**src/tkr_pkg.sv**
```systemverilog
// Package with constants and types of the touch key serial readout.
package tkr_pkg;

   // ==========================================================
   // Geometry
   localparam int NKEY       = 10;
   localparam int FIFO_DEPTH = 8;
   localparam int BIT_CNT_W  = 4;

   // ==========================================================
   // Timing, in their own units, and derived cycle counts
   localparam longint CLK_HZ      = 100_000_000;
   localparam longint T_RECOG_MS  = 20;
   localparam longint T_RESP_MS   = 60;
   localparam longint T_REQ_TO_US = 1000;
   localparam longint T_LOCK_S    = 10;
   localparam longint T_HIB_S     = 4;
   localparam longint T_SCK_MIN_US = 40;
   localparam int RECOG_CYC  = int'((CLK_HZ * T_RECOG_MS) / 1000);
   localparam int RESP_CYC   = int'((CLK_HZ * T_RESP_MS) / 1000);
   localparam int REQ_TO_CYC = int'((CLK_HZ * T_REQ_TO_US + 999_999) / 1_000_000);
   localparam int LOCK_CYC   = int'(CLK_HZ * T_LOCK_S);
   localparam int HIB_CYC    = int'(CLK_HZ * T_HIB_S);

   // ==========================================================
   // Reset values
   localparam logic LINE_IDLE = 1'b1;

   // ==========================================================
   // Types
   typedef enum logic [1:0] {
      ST_IDLE  = 2'h0,
      ST_REQ   = 2'h1,
      ST_SHIFT = 2'h3
   } tkr_state_t;

   // Line levels of one key word: 0 is touched, 1 is released.
   typedef struct packed {
      logic [NKEY-1:0] level;
   } tkr_word_t;

endpackage

```
**src/tkr_fifo.sv**
```systemverilog
// Word FIFO with registered read data, between key sensing and the serial link.
`timescale 1ns/1ns
module tkr_fifo #(
   parameter int WIDTH = 10,
   parameter int DEPTH = 8
) (
   input  wire logic             ref_clk,
   input  wire logic             arst_n,
   input  wire logic             in_valid,
   output logic                  in_ready,
   input  wire logic [WIDTH-1:0] in_data,
   output logic                  out_valid,
   input  wire logic             out_ready,
   output logic      [WIDTH-1:0] out_data
);
   localparam int AW = $clog2(DEPTH);

   logic [WIDTH-1:0] mem [DEPTH];
   logic [AW-1:0]    wr_ptr;
   logic [AW-1:0]    rd_ptr;
   logic [AW:0]      count;

   wire              push       = in_valid & in_ready;
   wire              pop        = out_valid & out_ready;
   wire [AW-1:0]     next_rd    = rd_ptr + AW'(pop);
   wire              bypass     = push & (wr_ptr == next_rd);

   assign in_ready  = count != (AW+1)'(DEPTH);
   assign out_valid = count != '0;

   always_ff @(posedge ref_clk) begin
      if (push) begin
         mem[wr_ptr] <= in_data;
      end
   end

   // The head word is fetched one cycle ahead, so a word written into
   // the slot that becomes the head must bypass the array.
   always_ff @(posedge ref_clk or negedge arst_n) begin
      if (!arst_n) begin
         wr_ptr   <= '0;
         rd_ptr   <= '0;
         count    <= '0;
         out_data <= '0;
      end else begin
         wr_ptr   <= wr_ptr + AW'(push);
         rd_ptr   <= next_rd;
         count    <= count + (AW+1)'(push) - (AW+1)'(pop);
         out_data <= bypass ? in_data : mem[next_rd];
      end
   end

endmodule

```
**src/tkr_readout.sv**
```systemverilog
// Ten-key touch sensing core with its host-clocked three-wire readout port.
//
// Overview of operation
// (RQ1) Any key change pulls notification and data lines low to request a read.
// (RQ2) First falling shift clock edge of a request returns both lines high.
// (RQ3) A request without clock edge for over 1 ms releases both lines.
// (RQ4) Host holds each shift clock phase high and low at least 40 us.
// (RQ5) Host gives exactly 11 clock periods per read; the last ends data.
// (RQ6) Without request or transfer the data line stays high.
// (RQ7) A touched key reads low, a released key reads high.
// (RQ8) Word bit n carries the state of key n.
// (RQ9) Host clocks only after a request; clocking otherwise yields no data.
// (RQ10) A touch is recognised and reported within 60 ms.
// (RQ11) Only one key is active; others wait until it is released.
// (RQ12) A key held over 10 s is locked out, output left unchanged.
// (RQ13) Key bits shift out from key nine down to key zero.
// (RQ14) Four seconds with all keys idle enters hibernation.
// (RQ15) Host leaves at least 30 ms between successive reads.
// (RQ16) Data changes after falling edges; host samples on rising edges.
`timescale 1ns/1ns
module tkr_readout #(
   parameter int RECOG_CYC  = tkr_pkg::RECOG_CYC,
   parameter int REQ_TO_CYC = tkr_pkg::REQ_TO_CYC,
   parameter int LOCK_CYC   = tkr_pkg::LOCK_CYC,
   parameter int HIB_CYC    = tkr_pkg::HIB_CYC,
   parameter int FIFO_DEPTH = tkr_pkg::FIFO_DEPTH
) (
   input  wire logic                     ref_clk,
   input  wire logic                     arst_n,
   input  wire logic [tkr_pkg::NKEY-1:0] touch_key_inputs,
   input  wire logic                     shift_clk,
   output logic                          notify_n,
   output logic                          key_data,
   output logic      [tkr_pkg::NKEY-1:0] key_state,
   output logic                          key_locked,
   output logic                          hibernate
);
   localparam int N   = tkr_pkg::NKEY;
   localparam int DW  = $clog2(RECOG_CYC + 1);
   localparam int TW  = $clog2(REQ_TO_CYC + 1);
   localparam int LW  = $clog2(LOCK_CYC + 1);
   localparam int HW  = $clog2(HIB_CYC + 1);
   localparam int BW  = tkr_pkg::BIT_CNT_W;

   // ==========================================================
   // Lowest-index key of a set, as a one-hot word.
   function automatic logic [N-1:0] tkr_first(input logic [N-1:0] v);
      tkr_first = v & (~v + N'(1));
   endfunction

   // ==========================================================
   // Input synchronisers
   logic [N-1:0]        key_s1;
   logic [N-1:0]        key_s2;
   logic                sck_s1;
   logic                sck_s2;
   logic                sck_d;

   always_ff @(posedge ref_clk or negedge arst_n) begin
      if (!arst_n) begin
         key_s1 <= '0;
         key_s2 <= '0;
         sck_s1 <= 1'b1;
         sck_s2 <= 1'b1;
         sck_d  <= 1'b1;
      end else begin
         key_s1 <= touch_key_inputs;
         key_s2 <= key_s1;
         sck_s1 <= shift_clk;
         sck_s2 <= sck_s1;
         sck_d  <= sck_s2;
      end
   end

   wire                 sck_fall = sck_d & ~sck_s2;
   wire                 sck_rise = ~sck_d & sck_s2;

   // ==========================================================
   // Touch recognition filter, one per key
   // A level must hold for the whole filter time before it counts, which
   // trades some latency for immunity to short disturbances.
   wire [N-1:0]         deb;

   for (genvar i = 0; i < N; i++) begin : g_key
      logic [DW-1:0]    cnt;
      logic             lvl;
      wire              moved = key_s2[i] != lvl;

      // Each key keeps its filtered level in its own flip-flop so that no
      // vector is written from several processes.
      assign deb[i] = lvl;

      always_ff @(posedge ref_clk or negedge arst_n) begin
         if (!arst_n) begin
            cnt <= '0;
            lvl <= 1'b0;
         end else if (!moved) begin
            cnt <= '0;
         end else if (cnt == DW'(RECOG_CYC - 1)) begin
            cnt <= '0;
            lvl <= key_s2[i];                                      // [RQ10]
         end else begin
            cnt <= cnt + 1'b1;
         end
      end

   end

   // ==========================================================
   // Single active key, lockout and reporting
   logic                fifo_in_ready;
   logic [LW-1:0]       hold_cnt;
   logic [HW-1:0]       idle_cnt;

   wire                 any_deb     = |deb;
   wire [N-1:0]         pick        = tkr_first(deb);             // [RQ11]
   wire                 active_gone = (key_state & deb) == '0;
   wire [N-1:0]         next_report = key_locked        ? key_state :     // [RQ12]
                                      (key_state == '0) ? pick :
                                      active_gone       ? '0 : key_state;
   wire                 change      = next_report != key_state;
   wire                 commit      = change & fifo_in_ready;
   tkr_pkg::tkr_word_t  push_word;

   // A touched key is a low line level.
   assign push_word.level = ~next_report;                          // [RQ7] [RQ8]

   // When the FIFO is full the change is held back, not dropped, so the host
   // still sees the latest key state once it catches up.
   always_ff @(posedge ref_clk or negedge arst_n) begin
      if (!arst_n) begin
         key_state <= '0;
      end else if (commit) begin
         key_state <= next_report;                                 // [RQ11]
      end
   end

   always_ff @(posedge ref_clk or negedge arst_n) begin
      if (!arst_n) begin
         hold_cnt   <= '0;
         key_locked <= 1'b0;
      end else if (key_locked) begin
         key_locked <= any_deb;                                    // [RQ12]
         hold_cnt   <= '0;
      end else if (key_state == '0) begin
         hold_cnt   <= '0;
      end else if (hold_cnt == LW'(LOCK_CYC - 1)) begin
         key_locked <= 1'b1;                                       // [RQ12]
      end else begin
         hold_cnt   <= hold_cnt + 1'b1;
      end
   end

   wire                 keys_idle = !any_deb && key_state == '0;

   always_ff @(posedge ref_clk or negedge arst_n) begin
      if (!arst_n) begin
         idle_cnt  <= '0;
         hibernate <= 1'b0;
      end else if (!keys_idle) begin
         idle_cnt  <= '0;
         hibernate <= 1'b0;
      end else if (idle_cnt == HW'(HIB_CYC - 1)) begin
         hibernate <= 1'b1;                                        // [RQ14]
      end else begin
         idle_cnt  <= idle_cnt + 1'b1;
      end
   end

   // ==========================================================
   // Change word FIFO
   logic                fifo_out_valid;
   tkr_pkg::tkr_word_t  fifo_out_data;
   tkr_pkg::tkr_state_t state;
   wire                 fifo_out_ready = state == tkr_pkg::ST_IDLE;

   tkr_fifo #(
      .WIDTH (N),
      .DEPTH (FIFO_DEPTH)
   ) u_fifo (
      .ref_clk   (ref_clk),
      .arst_n    (arst_n),
      .in_valid  (change),
      .in_ready  (fifo_in_ready),
      .in_data   (push_word),
      .out_valid (fifo_out_valid),
      .out_ready (fifo_out_ready),
      .out_data  (fifo_out_data)
   );

   // ==========================================================
   // Serial link
   // The shift clock is sampled on ref_clk, so the host phases must be
   // several ref_clk periods long; the 40 us minimum leaves a wide margin.
   tkr_pkg::tkr_word_t  shreg;
   logic [BW-1:0]       bit_cnt;
   logic [TW-1:0]       timer;

   wire                 timeout  = timer == TW'(REQ_TO_CYC);
   wire                 last_bit = bit_cnt == BW'(N);

   always_ff @(posedge ref_clk or negedge arst_n) begin
      if (!arst_n) begin
         state    <= tkr_pkg::ST_IDLE;
         notify_n <= tkr_pkg::LINE_IDLE;
         key_data <= tkr_pkg::LINE_IDLE;
         shreg    <= '0;
         bit_cnt  <= '0;
         timer    <= '0;
      end else begin
         unique case (state)
            tkr_pkg::ST_IDLE: begin
               // Edges on the shift clock are ignored here.            [RQ9]
               timer <= '0;
               if (fifo_out_valid) begin
                  state    <= tkr_pkg::ST_REQ;
                  notify_n <= 1'b0;                                // [RQ1]
                  key_data <= 1'b0;                                // [RQ1]
                  shreg    <= fifo_out_data;
               end
            end
            tkr_pkg::ST_REQ: begin
               if (sck_fall) begin
                  state    <= tkr_pkg::ST_SHIFT;
                  notify_n <= 1'b1;                                // [RQ2]
                  key_data <= 1'b1;                                // [RQ2]
                  bit_cnt  <= '0;
                  timer    <= '0;
               end else if (timeout) begin
                  state    <= tkr_pkg::ST_IDLE;
                  notify_n <= 1'b1;                                // [RQ3]
                  key_data <= 1'b1;                                // [RQ3]
               end else begin
                  timer    <= timer + 1'b1;
               end
            end
            tkr_pkg::ST_SHIFT: begin
               if (sck_fall) begin
                  key_data    <= shreg.level[N-1];                 // [RQ13] [RQ16]
                  shreg.level <= {shreg.level[N-2:0], 1'b1};
                  timer       <= '0;
               end else if (sck_rise) begin
                  timer <= '0;
                  if (last_bit) begin
                     state    <= tkr_pkg::ST_IDLE;
                     key_data <= 1'b1;                             // [RQ5] [RQ6]
                  end else begin
                     bit_cnt  <= bit_cnt + 1'b1;
                  end
               end else if (timeout) begin
                  state    <= tkr_pkg::ST_IDLE;
                  key_data <= 1'b1;                                // [RQ6]
               end else begin
                  timer    <= timer + 1'b1;
               end
            end
            default: begin
               state    <= tkr_pkg::ST_IDLE;
               notify_n <= 1'b1;
               key_data <= 1'b1;
            end
         endcase
      end
   end
endmodule

```
**config.mk**
```make
export PLATFORM = sky130hd
export DESIGN_NAME = tkr_readout
export DESIGN_NICKNAME = d
export VERILOG_FILES = /design/src/tkr_pkg.sv /design/src/tkr_fifo.sv /design/src/tkr_readout.sv
export SDC_FILE = /design/constraint.sdc
export NUM_CORES = 1
export LEC_CHECK = 0
export ABC_AREA = 0
export BUFFER_PORTS_ARGS = -buffer_cell sky130_fd_sc_hd__buf_2
export CORE_ASPECT_RATIO = 1.2
export CORE_MARGIN = 10
export CORE_UTILIZATION = 35
export DETAILED_ROUTE_END_ITERATION = 10
export HOLD_SLACK_MARGIN = 0.1
export MAX_ROUTING_LAYER = met4
export PLACE_DENSITY_LB_ADDON = 0.2
export SLEW_MARGIN = 20
export SYNTH_ARGS = -nofsm -noshare
export SYNTH_HDL_FRONTEND = slang
export SYNTH_SLANG_ARGS = --single-unit
```
**constraint.sdc**
```tcl
create_clock -name ref_clk -period 4 [get_ports ref_clk]
set_clock_uncertainty 0.1 [all_clocks]
set_input_delay 0.8 -clock ref_clk [delete_from_list [all_inputs] [get_ports ref_clk]]
set_output_delay 0.8 -clock ref_clk [all_outputs]
set_load 0.005 [all_outputs]
```
==> results.py <==
metrics = {
    "status": {
        "status": "finished, final reports clean",
    },
    "critical_path": {
        "cp-start-kind": "flip-flop",
        "crit_path_end_kind": "flip-flop",
        "critPathKind": "flip-flop to flip-flop",
        "cp_max_fo": 10,
        "crit_required_ns": 4.09,
        "worstPathArrival_ns": 3.46,
    },
    "finish": {
        "layout_commonest_cell": "dfrtp_1",
        "fin_area_mm2": 0.0239,
        "drive_above_1_share_pct": 10.3,
        "finish.utilization_pct": 40.8,
        "layout_common_cells": "dfrtp_1, nor2_1, nand2_1, xor2_1, nand3_1",
        "area_growth_pct": 14.7,
        "fin_nets": 1999,
    },
    "logic_synthesis": {
        "synthesis.nets": 1943,
        "synth_top_area_cell": "dfrtp_1",
        "ys_warn_count": 0,
        "synthTopCellsByArea": "dfrtp_1, edfxtp_1, xor2_1",
        "synth_ff_type": "dfrtp_1",
        "async_flop_share_pct": 82.2,
        "synth_area_mm2": 0.0208,
        "yosys.area.top_type_share_pct": 43.7,
        "synth_edf_count": 80,
        "syn_area_per_cell_um2": 10.9,
        "seq_area_frac_synth_pct": 55.9,
        "ys_seq_elements": 449,
        "netlist_instances": 1903,
        "synth.distinct_cells": 60,
    },
    "global_route": {
        "grt_max_degree": 99,
        "grt_pass1_vias": 14173,
        "grt_antenna_before_repair": 1,
        "grt_pass1_wl_um": 72500,
        "track_usage_pct": 12.7,
        "grt_overflow_total": 0,
    },
    "cts": {
        "htreeDepth": 2,
        "clock-root-buffer": "clkbuf_16",
        "hold_buffers": 0,
        "path_clk_slew_ns": 0.06,
        "cts.sinks": 449,
        "clk_latency_ns": 0.59,
        "cts_tree": "done",
        "cts_made_buffers": 50,
        "ctsLongestPathBuffers": 3,
        "ctsResizeCount": 0,
        "post-cts-setup-buffer-count": 0,
    },
    "drt": {
        "wl_met1_um": 19600,
        "first_pass_iters": 5,
        "drt_wl_total_um": 42800,
        "drt-wirelength-per-cell_um": 15.3,
        "ant_nets": 0,
        "drc": 0,
        "drtIter0Drc": 745,
        "dr_wl_met2_um": 20800,
        "route.met3.wl_um": 1200,
        "top_layer_used": "met4",
        "vias_per_cell": 5.00,
        "vias": 13962,
    },
    "die": {
        "rows": 97,
        "die_x_um": 243,
        "die_h_um": 287,
        "core_mm2": 0.0586,
        "io_pins": 27,
        "dieArea_mm2": 0.0697,
        "initial_core_util_pct": 35.5,
    },
    "sta": {
        "tns_ns": 0,
        "setup_viol": 0,
        "worstMarginPinSlew_ns": 1.08,
        "rsz0062_at_grt": "no",
        "drv_slew": 0,
        "fmax_mhz": 297,
        "relSlewSlack_pct": 27.5,
        "final.min_clock_period_ns": 3.37,
        "final_hold_viol_count": 0,
        "layout_worst_path_cycle_share_pct": 84.2,
    },
    "flow_run": {
        "cap_violations": 0,
    },
    "placement": {
        "dpl.hpwl_um": 28600,
        "dpl_cell_area_mm2": 0.0220,
        "port_buffers": 26,
        "gp_congestion": 0.780,
    },
    "pwr": {
        "peakVddDrop_mv": 0.295,
        "p_leak_nw": 10.2,
        "power.density_mw_per_mm2": 420,
    },
    "worst_hold_path": {
        "min_path_type": "primary input to async pin",
    },
}
[flip-flops by register name (all words and copies together) (netlist names), 17 cells and up]
name / flops
g_key.cnt: 210
u_fifo.mem: 80
hold_cnt: 30
idle_cnt: 29
timer: 17
[layout make-up]
| class | instances | area [µm²] |
|---|---|---|
| antenna | 1 | 2.50 |
| clock buffer | 64 | 1410 |
| clock inverter | 29 | 458 |
| fill | 5519 | 34700 |
| inverter | 48 | 180 |
| multi-input combinational | 1357 | 8830 |
| sequential | 449 | 11600 |
| tap | 792 | 991 |
| timing repair buffer | 53 | 393 |
[path summary, 6_finish.rpt]
path                                          start                to  slack [ns]  depth (start not counted)
worst max-delay path                   key_state[7]  u_fifo.mem[5][3]        0.63                          5
worst min-delay path                         arst_n  g_key[9].cnt[17]        0.14                          1
worst max register to register         key_state[7]  u_fifo.mem[5][3]        0.63                          5
worst min register to register            key_s1[0]         key_s2[0]        0.25                          0
max in group asynchronous                    arst_n         hibernate        2.64                          2
min in group ref_clk            touch_key_inputs[2]         key_s1[2]        0.21                          1
[synth_stat cells, drive strengths merged, types with 5 or more instances]
cell type	number
or3	29
mux2	21
nor4b	13
dfstp	5
nor3	36
buf	5
and4	32
and3	61
mux2i	32
dfrtp	364
a32o	5
xnor2	94
a31oi	6
nand4	64
and2	16
nand2	146
nand3	105
o21ai	52
o22ai	5
ha	26
nor2	288
a22o	7
mux4	20
clkbuf	44
or4	14
nor4	33
and3b	5
o31ai	10
edfxtp	80
xor2	146
a21oi	34
inv	48
or2	9
nor4bb	6
nor2b	7
[worst max-delay path: stages, from the launching register on]
cell     delay (ns)
dfrtp_1        0.41
or4_4          0.60
nor4_2         0.47
o211a_1        0.34
o31ai_4        0.17
nor2_1         0.88
[logic make-up after synthesis]
kind of cell / count (synthesis) / synth area share, %
compound gates: 136 / 4.14
xor+xnor: 240 / 10.1
flops: 449 / 55.9
mux: 73 / 4.87
simple gates: 881 / 21.5
fa+ha+maj: 27 / 1.66
buf+inv: 97 / 1.83
[power breakdown]
part	internal [W]	total [W]	switching, W
Sequential	0.00468	0.00472	0.0000370
Combinational	0.0000465	0.000180	0.000133
Clock	0.00325	0.00513	0.00188
[metal layers]
| metal | track usage [%] | vias up |
|---|---|---|
| met5 | - | - |
| met4 | 4.28 | 0 |
| met3 | 2.14 | 69 |
| met2 | 21.0 | 124 |
| met1 | 15.5 | 6934 |
| li1 | - | 6835 |
[per-stage QoR]
step	total power (W)	setup WS (ns)	hold WS, ns	instances
2_1_floorplan	0.00486	0.564	0.231	1903
3_3_place_gp	0.00499	0.739	0.233	2699
3_5_place_dp	0.00499	0.680	0.238	2699
4_1_cts	0.0102	0.614	0.164	2792
5_1_grt	0.0104	0.468	0.178	2793
6_report	0.0100	0.634	0.137	2793
(Power assumes the default switching activity.)
